## src/hw/timer_compare_capture_regs.svh

```systemverilog
`ifndef TIMER_COMPARE_CAPTURE_REGS_SVH
`define TIMER_COMPARE_CAPTURE_REGS_SVH

// ============================================================
// register indices (byte address = 4 * index)
`define IDX_CONFIG_ONE 16'ha050
`define IDX_CONFIG_TWO 16'ha051
`define IDX_CONFIG_THREE 16'ha052
`define IDX_PERIOD_LOW 16'ha054
`define IDX_PERIOD_HIGH 16'ha055
`define IDX_COMPARE_LOW 16'ha056
`define IDX_COMPARE_HIGH 16'ha057
`define IDX_CAPT_RISE_LOW 16'ha060
`define IDX_CAPT_RISE_HIGH 16'ha061
`define IDX_CAPT_FALL_LOW 16'ha062
`define IDX_CAPT_FALL_HIGH 16'ha063

// ============================================================
// config one field positions
`define C1_ENABLE_BIT 7
`define C1_SCALE_MSB 6
`define C1_SCALE_LSB 4
`define C1_SELECT_MSB 3
`define C1_SELECT_LSB 2
`define C1_WRAP_SEL_BIT 1
`define C1_RUN_BIT 0

// ============================================================
// config two field positions
`define C2_CLEAR_BIT 7
`define C2_WRAP_POL_BIT 3
`define C2_MATCH_POL_BIT 2
`define C2_WRAP_FLAG_BIT 1
`define C2_MATCH_FLAG_BIT 0

// ============================================================
// config three field positions
`define C3_WRAP_IRQ_BIT 7
`define C3_MATCH_IRQ_BIT 6
`define C3_ENCODER_BIT 5
`define C3_CLR_AFTER_BIT 4
`define C3_RISE_EN_BIT 3
`define C3_FALL_EN_BIT 2
`define C3_SOFT_RISE_BIT 1
`define C3_SOFT_FALL_BIT 0

// ============================================================
// match output modes, pulse widths in counting clocks, reset value
`define MODE_PULSE_SHORT 2'h0
`define MODE_PULSE_LONG 2'h1
`define MODE_PWM_LEVEL 2'h2
`define MODE_TOGGLE 2'h3
`define PULSE_SHORT_TICKS 7'h10
`define PULSE_LONG_TICKS 7'h40
`define RESET_BYTE 8'h00

// ============================================================
// axi responses
`define RESP_OKAY 2'h0
`define RESP_DECERR 2'h3

`endif

```

## src/hw/timer_compare_capture_pkg.sv

```systemverilog
package timer_compare_capture_pkg;

    // ============================================================
    // software control fields
    typedef struct packed {
        logic timer_enable;
        logic [2:0] count_clock_scale;
        logic [1:0] match_output_select;
        logic wrap_pulse_select;
        logic run;
        logic wrap_output_polarity;
        logic match_output_polarity;
        logic wrap_irq_enable;
        logic match_irq_enable;
        logic encoder_capture_enable;
        logic clear_after_capture;
        logic rise_capture_enable;
        logic fall_capture_enable;
    } ctrl_type;

    // ============================================================
    // synchronised encoder pin levels
    typedef struct packed {
        logic index_level;
        logic phase_a_level;
        logic phase_b_level;
    } encoder_pins_type;

endpackage : timer_compare_capture_pkg

```

## src/hw/timer_compare_capture.sv

```systemverilog
`timescale 1ns/10ps
`include "timer_compare_capture_regs.svh"

module timer_compare_capture #(
    parameter int ADDR_W = 18
) (
    input wire logic ref_clk_i,
    input wire logic rst_i,
    input wire logic ce_i,
    input wire logic [ADDR_W-1:0] s_axi_awaddr_i,
    input wire logic s_axi_awvalid_i,
    output logic s_axi_awready_o,
    input wire logic [31:0] s_axi_wdata_i,
    input wire logic [3:0] s_axi_wstrb_i,
    input wire logic s_axi_wvalid_i,
    output logic s_axi_wready_o,
    output logic [1:0] s_axi_bresp_o,
    output logic s_axi_bvalid_o,
    input wire logic s_axi_bready_i,
    input wire logic [ADDR_W-1:0] s_axi_araddr_i,
    input wire logic s_axi_arvalid_i,
    output logic s_axi_arready_o,
    output logic [31:0] s_axi_rdata_o,
    output logic [1:0] s_axi_rresp_o,
    output logic s_axi_rvalid_o,
    input wire logic s_axi_rready_i,
    input wire logic external_capture_input_i,
    input wire logic encoder_phase_a_i,
    input wire logic encoder_phase_b_i,
    input wire logic encoder_index_i,
    input wire logic quadrature_unit_event_i,
    output logic wrap_event_o,
    output logic match_event_o,
    output logic irq_o
);
    import timer_compare_capture_pkg::*;

    // ============================================================
    // helpers
    function automatic logic [6:0] scale_mask(input logic [2:0] scale);
        logic [7:0] m;
        m = (8'h01 << scale) - 8'h01;
        return m[6:0];
    endfunction : scale_mask

    function automatic logic is_mapped(input logic [15:0] idx);
        return (idx == `IDX_CONFIG_ONE) || (idx == `IDX_CONFIG_TWO)
            || (idx == `IDX_CONFIG_THREE) || (idx == `IDX_PERIOD_LOW)
            || (idx == `IDX_PERIOD_HIGH) || (idx == `IDX_COMPARE_LOW)
            || (idx == `IDX_COMPARE_HIGH) || (idx == `IDX_CAPT_RISE_LOW)
            || (idx == `IDX_CAPT_RISE_HIGH) || (idx == `IDX_CAPT_FALL_LOW)
            || (idx == `IDX_CAPT_FALL_HIGH);
    endfunction : is_mapped

    // ============================================================
    // state
    ctrl_type ctrl_ff;
    encoder_pins_type pins_meta_ff;
    encoder_pins_type pins_ff;
    logic capt_meta_ff;
    logic capt_sync_ff;
    logic capt_prev_ff;
    logic [6:0] pre_ff;
    logic [15:0] count_ff;
    logic [15:0] period_staged_ff;
    logic [15:0] period_active_ff;
    logic [15:0] compare_staged_ff;
    logic [15:0] compare_active_ff;
    logic [7:0] period_hold_ff;
    logic [7:0] compare_hold_ff;
    logic [15:0] capture_rise_value_ff;
    logic [15:0] capture_fall_value_ff;
    logic [6:0] wrap_pulse_ff;
    logic [6:0] match_pulse_ff;
    logic toggle_ff;
    logic wrap_flag_ff;
    logic match_flag_ff;
    logic aw_held_ff;
    logic w_held_ff;
    logic [ADDR_W-1:0] aw_addr_ff;
    logic [7:0] w_byte_ff;
    logic w_lane_ff;

    // ============================================================
    // axi write side
    wire aw_take = s_axi_awvalid_i & s_axi_awready_o;
    wire w_take = s_axi_wvalid_i & s_axi_wready_o;
    wire do_write = ce_i & aw_held_ff & w_held_ff & ~s_axi_bvalid_o;
    wire [15:0] wr_idx = aw_addr_ff[17:2];
    wire wr_hit = is_mapped(wr_idx) & (aw_addr_ff[1:0] == 2'h0);
    wire wr_byte = do_write & wr_hit & w_lane_ff;
    wire [7:0] wd = w_byte_ff;
    wire wr_cfg1 = wr_byte & (wr_idx == `IDX_CONFIG_ONE);
    wire wr_cfg2 = wr_byte & (wr_idx == `IDX_CONFIG_TWO);
    wire wr_cfg3 = wr_byte & (wr_idx == `IDX_CONFIG_THREE);
    wire wr_prd_lo = wr_byte & (wr_idx == `IDX_PERIOD_LOW);
    wire wr_prd_hi = wr_byte & (wr_idx == `IDX_PERIOD_HIGH);
    wire wr_cmp_lo = wr_byte & (wr_idx == `IDX_COMPARE_LOW);
    wire wr_cmp_hi = wr_byte & (wr_idx == `IDX_COMPARE_HIGH);

    assign s_axi_awready_o = ce_i & ~aw_held_ff & ~s_axi_bvalid_o;
    assign s_axi_wready_o = ce_i & ~w_held_ff & ~s_axi_bvalid_o;
    assign s_axi_arready_o = ce_i & ~s_axi_rvalid_o;

    always_ff @(posedge ref_clk_i)
    begin
        if (rst_i)
        begin
            aw_held_ff <= 1'b0;
            w_held_ff <= 1'b0;
            aw_addr_ff <= '0;
            w_byte_ff <= `RESET_BYTE;
            w_lane_ff <= 1'b0;
            s_axi_bvalid_o <= 1'b0;
            s_axi_bresp_o <= `RESP_OKAY;
        end
        else if (ce_i)
        begin
            if (aw_take)
            begin
                aw_held_ff <= 1'b1;
                aw_addr_ff <= s_axi_awaddr_i;
            end
            if (w_take)
            begin
                w_held_ff <= 1'b1;
                w_byte_ff <= s_axi_wdata_i[7:0];
                w_lane_ff <= s_axi_wstrb_i[0];
            end
            if (do_write)
            begin
                aw_held_ff <= 1'b0;
                w_held_ff <= 1'b0;
                s_axi_bvalid_o <= 1'b1;
                s_axi_bresp_o <= wr_hit ? `RESP_OKAY : `RESP_DECERR;
            end
            else if (s_axi_bready_i)
            begin
                s_axi_bvalid_o <= 1'b0;
            end
        end
    end

    // ============================================================
    // pin synchronisers and edge detect
    always_ff @(posedge ref_clk_i)
    begin
        if (rst_i)
        begin
            pins_meta_ff <= '0;
            pins_ff <= '0;
            capt_meta_ff <= 1'b0;
            capt_sync_ff <= 1'b0;
            capt_prev_ff <= 1'b0;
        end
        else if (ce_i)
        begin
            pins_meta_ff <= {encoder_index_i, encoder_phase_a_i, encoder_phase_b_i};
            pins_ff <= pins_meta_ff;
            capt_meta_ff <= external_capture_input_i;
            capt_sync_ff <= capt_meta_ff;
            capt_prev_ff <= capt_sync_ff;
        end
    end

    // ============================================================
    // counting and capture decode
    wire timer_clear = wr_cfg2 & wd[`C2_CLEAR_BIT];
    wire counting_status = ctrl_ff.timer_enable & ctrl_ff.run;
    wire [6:0] mask = scale_mask(ctrl_ff.count_clock_scale);
    wire tick = counting_status & ((pre_ff & mask) == mask);
    wire at_period = (count_ff == period_active_ff);
    wire wrap_hit = tick & at_period;
    wire match_hit = tick & (count_ff == compare_active_ff);
    wire soft_rise = wr_cfg3 & wd[`C3_SOFT_RISE_BIT];
    wire soft_fall = wr_cfg3 & wd[`C3_SOFT_FALL_BIT];
    wire ext_rise = ctrl_ff.rise_capture_enable & capt_sync_ff & ~capt_prev_ff;
    wire ext_fall = ctrl_ff.fall_capture_enable & ~capt_sync_ff & capt_prev_ff;
    wire enc_capt = ctrl_ff.encoder_capture_enable & quadrature_unit_event_i;
    // any source may fire in the same cycle as another
    wire capt_rise = ext_rise | enc_capt | soft_rise;
    wire capt_fall = ext_fall | soft_fall;
    wire capt_any = capt_rise | capt_fall;
    wire zero_all = ~ctrl_ff.timer_enable | timer_clear;

    // ============================================================
    // control register fields
    always_ff @(posedge ref_clk_i)
    begin
        if (rst_i)
        begin
            ctrl_ff <= '0;
        end
        else if (ce_i)
        begin
            if (wr_cfg1)
            begin
                ctrl_ff.timer_enable <= wd[`C1_ENABLE_BIT];
                ctrl_ff.count_clock_scale <= wd[`C1_SCALE_MSB:`C1_SCALE_LSB];
                ctrl_ff.match_output_select <= wd[`C1_SELECT_MSB:`C1_SELECT_LSB];
                ctrl_ff.wrap_pulse_select <= wd[`C1_WRAP_SEL_BIT];
                ctrl_ff.run <= wd[`C1_RUN_BIT];
            end
            if (wr_cfg2)
            begin
                ctrl_ff.wrap_output_polarity <= wd[`C2_WRAP_POL_BIT];
                ctrl_ff.match_output_polarity <= wd[`C2_MATCH_POL_BIT];
            end
            if (timer_clear)
            begin
                ctrl_ff.run <= 1'b0;
            end
            if (wr_cfg3)
            begin
                ctrl_ff.wrap_irq_enable <= wd[`C3_WRAP_IRQ_BIT];
                ctrl_ff.match_irq_enable <= wd[`C3_MATCH_IRQ_BIT];
                ctrl_ff.encoder_capture_enable <= wd[`C3_ENCODER_BIT];
                ctrl_ff.clear_after_capture <= wd[`C3_CLR_AFTER_BIT];
                ctrl_ff.rise_capture_enable <= wd[`C3_RISE_EN_BIT];
                ctrl_ff.fall_capture_enable <= wd[`C3_FALL_EN_BIT];
            end
        end
    end

    // ============================================================
    // period and compare shadows
    always_ff @(posedge ref_clk_i)
    begin
        if (rst_i)
        begin
            period_hold_ff <= `RESET_BYTE;
            compare_hold_ff <= `RESET_BYTE;
            period_staged_ff <= '0;
            compare_staged_ff <= '0;
            period_active_ff <= '0;
            compare_active_ff <= '0;
        end
        else if (ce_i)
        begin
            if (wr_prd_hi)
            begin
                period_hold_ff <= wd;
            end
            if (wr_prd_lo)
            begin
                period_staged_ff <= {period_hold_ff, wd};
            end
            if (wr_cmp_hi)
            begin
                compare_hold_ff <= wd;
            end
            if (wr_cmp_lo)
            begin
                compare_staged_ff <= {compare_hold_ff, wd};
            end
            // a stopped-by-disable timer has no period in progress
            if (wrap_hit | zero_all)
            begin
                period_active_ff <= period_staged_ff;
                compare_active_ff <= compare_staged_ff;
            end
        end
    end

    // ============================================================
    // prescaler, counter, captures
    always_ff @(posedge ref_clk_i)
    begin
        if (rst_i)
        begin
            pre_ff <= '0;
            count_ff <= '0;
            capture_rise_value_ff <= '0;
            capture_fall_value_ff <= '0;
        end
        else if (ce_i)
        begin
            pre_ff <= counting_status ? pre_ff + 7'h01 : 7'h00;
            if (zero_all)
            begin
                count_ff <= '0;
                capture_rise_value_ff <= '0;
                capture_fall_value_ff <= '0;
            end
            else
            begin
                if (capt_any & ctrl_ff.clear_after_capture)
                begin
                    count_ff <= '0;
                end
                else if (tick)
                begin
                    count_ff <= at_period ? 16'h0000 : count_ff + 16'h0001;
                end
                if (capt_rise)
                begin
                    capture_rise_value_ff <= count_ff;
                end
                if (capt_fall)
                begin
                    capture_fall_value_ff <= count_ff;
                end
            end
        end
    end

    // ============================================================
    // output waveforms
    wire [6:0] wrap_width = ctrl_ff.wrap_pulse_select ? `PULSE_LONG_TICKS : `PULSE_SHORT_TICKS;
    wire [6:0] match_width = (ctrl_ff.match_output_select == `MODE_PULSE_LONG)
        ? `PULSE_LONG_TICKS : `PULSE_SHORT_TICKS;
    wire pulse_mode = ~ctrl_ff.match_output_select[1];
    logic match_raw;
    always_comb
    begin
        case (ctrl_ff.match_output_select)
            `MODE_PWM_LEVEL: match_raw = (count_ff >= compare_active_ff);
            `MODE_TOGGLE: match_raw = toggle_ff;
            default: match_raw = (match_pulse_ff != 7'h00);
        endcase
    end

    always_ff @(posedge ref_clk_i)
    begin
        if (rst_i)
        begin
            wrap_pulse_ff <= '0;
            match_pulse_ff <= '0;
            toggle_ff <= 1'b0;
            wrap_event_o <= 1'b0;
            match_event_o <= 1'b0;
        end
        else if (ce_i)
        begin
            if (zero_all)
            begin
                wrap_pulse_ff <= '0;
                match_pulse_ff <= '0;
                toggle_ff <= 1'b0;
            end
            else
            begin
                if (wrap_hit)
                begin
                    wrap_pulse_ff <= wrap_width;
                end
                else if (tick && wrap_pulse_ff != 7'h00)
                begin
                    wrap_pulse_ff <= wrap_pulse_ff - 7'h01;
                end
                if (match_hit & pulse_mode)
                begin
                    match_pulse_ff <= match_width;
                end
                else if (tick && match_pulse_ff != 7'h00)
                begin
                    match_pulse_ff <= match_pulse_ff - 7'h01;
                end
                if (match_hit && ctrl_ff.match_output_select == `MODE_TOGGLE)
                begin
                    toggle_ff <= ~toggle_ff;
                end
            end
            // disabled forces low regardless of polarity
            wrap_event_o <= ctrl_ff.timer_enable
                & ((wrap_pulse_ff != 7'h00) ^ ctrl_ff.wrap_output_polarity);
            match_event_o <= ctrl_ff.timer_enable
                & (match_raw ^ ctrl_ff.match_output_polarity);
        end
    end

    // ============================================================
    // sticky flags and interrupt
    wire wrap_flag_clr = wr_cfg2 & ~wd[`C2_WRAP_FLAG_BIT];
    wire match_flag_clr = wr_cfg2 & ~wd[`C2_MATCH_FLAG_BIT];

    always_ff @(posedge ref_clk_i)
    begin
        if (rst_i)
        begin
            wrap_flag_ff <= 1'b0;
            match_flag_ff <= 1'b0;
            irq_o <= 1'b0;
        end
        else if (ce_i)
        begin
            // set beats a clear landing in the same cycle
            wrap_flag_ff <= wrap_hit | (wrap_flag_ff & ~wrap_flag_clr);
            match_flag_ff <= match_hit | (match_flag_ff & ~match_flag_clr);
            irq_o <= (wrap_flag_ff & ctrl_ff.wrap_irq_enable)
                | (match_flag_ff & ctrl_ff.match_irq_enable);
        end
    end

    // ============================================================
    // read side
    wire [15:0] rd_idx = s_axi_araddr_i[17:2];
    wire rd_hit = is_mapped(rd_idx) & (s_axi_araddr_i[1:0] == 2'h0);
    logic [7:0] rd_byte;
    always_comb
    begin
        case (rd_idx)
            `IDX_CONFIG_ONE: rd_byte = {ctrl_ff.timer_enable, ctrl_ff.count_clock_scale,
                ctrl_ff.match_output_select, ctrl_ff.wrap_pulse_select,
                counting_status};
            `IDX_CONFIG_TWO: rd_byte = {1'b0, pins_ff, ctrl_ff.wrap_output_polarity,
                ctrl_ff.match_output_polarity, wrap_flag_ff, match_flag_ff};
            `IDX_CONFIG_THREE: rd_byte = {ctrl_ff.wrap_irq_enable, ctrl_ff.match_irq_enable,
                ctrl_ff.encoder_capture_enable, ctrl_ff.clear_after_capture,
                ctrl_ff.rise_capture_enable, ctrl_ff.fall_capture_enable, 2'h0};
            `IDX_PERIOD_LOW: rd_byte = count_ff[7:0];
            `IDX_PERIOD_HIGH: rd_byte = count_ff[15:8];
            `IDX_COMPARE_LOW: rd_byte = compare_staged_ff[7:0];
            `IDX_COMPARE_HIGH: rd_byte = compare_staged_ff[15:8];
            `IDX_CAPT_RISE_LOW: rd_byte = capture_rise_value_ff[7:0];
            `IDX_CAPT_RISE_HIGH: rd_byte = capture_rise_value_ff[15:8];
            `IDX_CAPT_FALL_LOW: rd_byte = capture_fall_value_ff[7:0];
            `IDX_CAPT_FALL_HIGH: rd_byte = capture_fall_value_ff[15:8];
            default: rd_byte = `RESET_BYTE;
        endcase
    end

    always_ff @(posedge ref_clk_i)
    begin
        if (rst_i)
        begin
            s_axi_rvalid_o <= 1'b0;
            s_axi_rdata_o <= '0;
            s_axi_rresp_o <= `RESP_OKAY;
        end
        else if (ce_i)
        begin
            if (s_axi_arvalid_i & s_axi_arready_o)
            begin
                s_axi_rvalid_o <= 1'b1;
                s_axi_rdata_o <= rd_hit ? {24'h000000, rd_byte} : 32'h00000000;
                s_axi_rresp_o <= rd_hit ? `RESP_OKAY : `RESP_DECERR;
            end
            else if (s_axi_rready_i)
            begin
                s_axi_rvalid_o <= 1'b0;
            end
        end
    end

endmodule : timer_compare_capture

```

## config.mk

```make
export PLATFORM = sky130hd
export DESIGN_NAME = timer_compare_capture
export DESIGN_NICKNAME = d
export VERILOG_FILES = /design/src/hw/timer_compare_capture_pkg.sv /design/src/hw/timer_compare_capture.sv
export VERILOG_INCLUDE_DIRS = /design/src /design/src/hw
export SDC_FILE = /design/constraint.sdc
export NUM_CORES = 1
export LEC_CHECK = 0
export ABC_AREA = 1
export BUFFER_PORTS_ARGS = -buffer_cell sky130_fd_sc_hd__buf_2
export CAP_MARGIN = 15
export CORE_MARGIN = 3
export CORE_UTILIZATION = 28
export CTS_CLUSTER_DIAMETER = 50
export DETAILED_ROUTE_END_ITERATION = 10
export PLACE_DENSITY = 0.42
export RECOVER_POWER = 100
export SYNTH_ARGS = -nofsm -noshare
export SYNTH_HDL_FRONTEND = slang
export SYNTH_SLANG_ARGS = --single-unit
```

## constraint.sdc

```tcl
create_clock -name ref_clk_i -period 4.1 [get_ports ref_clk_i]
set_input_delay 0.41 -clock ref_clk_i [delete_from_list [all_inputs] [get_ports ref_clk_i]]
set_output_delay 0.41 -clock ref_clk_i [all_outputs]
set_load 0.02 [all_outputs]
```

==> run metrics <==
status complete, but fails checks; failing checks capacitance limit, slew limit; chip height 202.0 µm; post_cts resized 0; largest family of logic cells by synthesized area simple AND/OR/NAND/NOR gates; core area 37760 µm²; DRC 0; Max transition margin -21.74%; IO Pins between 100 and 150; Seq/Total Area, Yosys 41.11%; post-synthesis mux area share 0%; CTS tree done; worst min-delay path class input port to flop; clk_lat worst skew approximately 0.5 ns; Least-Margin Pin Slew 1.826 ns; final setup fails 0; reg-to-reg startpoint aw_addr_ff[16]$_SDFFE_PP0P_; post-synthesis adder-cell area fraction 2.674%; Syn Area/Cell 7.136 µm²; post-route minimum period 3.218 ns; first-pass GRT wire length 53070 µm; vias in the first global route between 9000 and 10000; DRT antenna net count 0; Area contributors post-synth dfxtp_1 (41%), nor2_1 (9.9%), nand2_1 (7.2%); Hold Buf Count CTS 0; Worst R2R Setup Slack 0.88 ns; xor and xnor area share after synthesis between 2 and 2.5%; wire per inst 15.88 µm; via count 9625; Critical Path AT ~3.6 ns; Worst R2R End compare_active_ff[7]$_SDFFE_PP0P_; port buffer count 77; count leader, synth nor2_1; Warnings, synthesis 0; Pins Over Slew Limit 134; Worst setup startpoint aw_addr_ff[16]$_SDFFE_PP0P_; gr usage total 16.28%; WS Path Type flop to flop; area leader, netlist dfxtp_1; H-tree Lvls 2; post-synthesis instance area roughly 11000 µm²; crit path launch type flop; final worst path period share 78.48%; CP max stage delay 0.40 ns; routability cong. 0.8192; Worst Skew roughly 0.011 ns; top-area cell type share of the netlist area 41.11%; crit path capture type flop; CTS root buffer clkbuf_16; Leak 5.018 nW; WL final 33420 µm; number of DRC markers in iteration 0 575; die area between 40000 and 50000 µm²; Area Growth Syn to Fin 16.79%; Num CTS Buffers 36; pwr dens 450.6 nW/µm²; setup TNS 0 ns; Reg clk slew, reported paths about 0.05 ns; hold depth 3; ys flop type dfxtp_1; most frequent cells after synthesis nor2_1 (283), dfxtp_1 (221), nand2_1 (206), inv_1 (187), a21oi_1 (107); maximum number of pins on one net before global-route repair just under 80; DR vias/cell 4.572; Critical Path, Cell by Cell inv_1 -> nand2_1 -> nor3_1 -> nand2_1 -> nor2_1 -> nand2_1 -> nor2_1 -> nand3_2 -> nand2_1 -> inv_2 -> nand2_1 -> nand2_4 -> clkbuf_1 -> o21ai_0 -> a21oi_1; Yosys cell types 46; nets 1679; Clock Path Buffers 3; grt ovf 0; FP Rows roughly 70; EDFF count, synth 0; Final Hold Viols 0; iteration count of the initial detailed-routing pass 6; hold_sp encoder_phase_a_i; share of cells above drive strength 1 under 10%; post-synthesis compound-gate area fraction about a fifth; Die Wd between 200 and 250 µm; R2R cell count 15; dpl hpwl 23450 µm; Simple-Gate Fraction of Synth Area 22.89%; ant diodes 0; Initial Utilization 28.50%; Crit-path slowest cell nor2_1; Critical Path RT 4.46 ns; Tot Pwr 5.664 mW; Post-Syn Instances 1508; Worst Hold Endpoint pins_meta_ff[1]$_SDFFE_PP0P_; worst-path maximum fanout 22; initial antenna violation count 0; RSZ-0062 raised after global routing no; post-CTS setup buffer count 0; max_cap viols 2; total clock sinks 221; Peak Freq 310.8 MHz; fillers 4143; Most common cell on crit path nand2_1; Post-synth ARST share 0%; VDD IR max 0.2267 mV; Yosys reg bits 221
-- registers in the layout, summed over array words and instances (netlist names), 16 cells and up --
| register | cells |
|---|---|
| count_ff | 16 |
| ctrl_ff | 16 |
| period_staged_ff | 16 |
| compare_staged_ff | 16 |
| capture_rise_value_ff | 16 |
| aw_addr_ff | 18 |
| compare_active_ff | 16 |
| capture_fall_value_ff | 16 |
| period_active_ff | 16 |
-- worst max-delay path, delay by kind of cell, from the launching register on --
kind | cells | cell delay (ns)
compound gates | 2 | 0.34
simple gates | 10 | 1.86
flops | 1 | 0.29
buf+inv | 3 | 0.56
-- metal layers --
layer | wire length, µm | track usage, % | vias to the layer above | share of wire [%]
li1 | - | - | 5031 | -
met1 | 16580 | 23.26 | 4351 | 50
met2 | 14720 | 25.85 | 199 | 44
met3 | 1505 | 2.496 | 44 | 4.5
met4 | 621 | 3.937 | 0 | 1.9
met5 | 0 | 0 | - | 0
-- final cells by class --
type | instances | area [µm²] | share of cell area, %
Clock buffer | 47 | 993.5 | 7.904
Tap cell | 511 | 639.4 | 5.087
Timing Repair Buffer | 94 | 462.9 | 3.683
Sequential cell | 221 | 4424 | 35.20
Multi-Input combinational cell | 1026 | 5154 | 41.01
Clock inverter | 14 | 168.9 | 1.344
Inverter | 192 | 725.7 | 5.774
-- cells in the final DEF (no fill, tap or decap), types with 9 or more instances in the layout --
cell type	n
nor2_1	285
dfxtp_1	221
nand2_1	211
inv_1	188
o21ai_0	120
a21oi_1	107
a211oi_1	65
buf_2	56
nand3_1	46
clkbuf_16	37
clkbuf_1	33
o22ai_1	26
conb_1	24
ha_1	23
nor3_1	21
xnor2_1	17
a21oi_2	15
nand4_1	11
buf_4	10
xor2_1	9
-- power by group --
group / switching, mW / internal (mW) / leakage [nW] / total [mW]
sequential: 0.0607 / 2.22 / 1.80 / 2.28
clock: 1.08 / 1.90 / 0.566 / 2.98
combinational: 0.271 / 0.131 / 2.65 / 0.402
total: 1.41 / 4.25 / 5.02 / 5.66
-- per-stage QoR --
step                      setup WS [ns]  util [%]  cell area, µm²  hold slack, ns  std cells
after floorplan                   1.924         -           10850          0.4223       1531
after global placement            1.217     30.45           11490          0.4381       2044
after detailed placement          1.161     30.45           11490          0.4454       2044
after CTS                         1.147     33.52           12660          0.1049       2105
after global routing             0.4314     33.29           12570          0.1438       2105
final                            0.8825     33.29           12570          0.1263       2105
-- kinds of logic after synthesis --
logic type / Yosys count
compound gates: 357
xor+xnor: 26
fa+ha+maj: 23
buf+inv: 284
flops: 221
other cells: 1
simple gates: 596
-- worst max path at each step --
stage / endpoint / slack (ns) / cells past startpoint
2_1_floorplan: compare_active_ff[4]$_SDFFE_PP0P_ / 1.92 / 15
3_3_place_gp: capture_fall_value_ff[5]$_SDFFE_PP0P_ / 1.22 / 15
3_5_place_dp: capture_fall_value_ff[10]$_SDFFE_PP0P_ / 1.16 / 14
4_1_cts: capture_fall_value_ff[10]$_SDFFE_PP0P_ / 1.15 / 14
5_1_grt: count_ff[0]$_SDFFE_PP0P_ / 0.43 / 17
6_report: compare_active_ff[7]$_SDFFE_PP0P_ / 0.88 / 15
No activity file was read; power rests on OpenSTA's default activity.
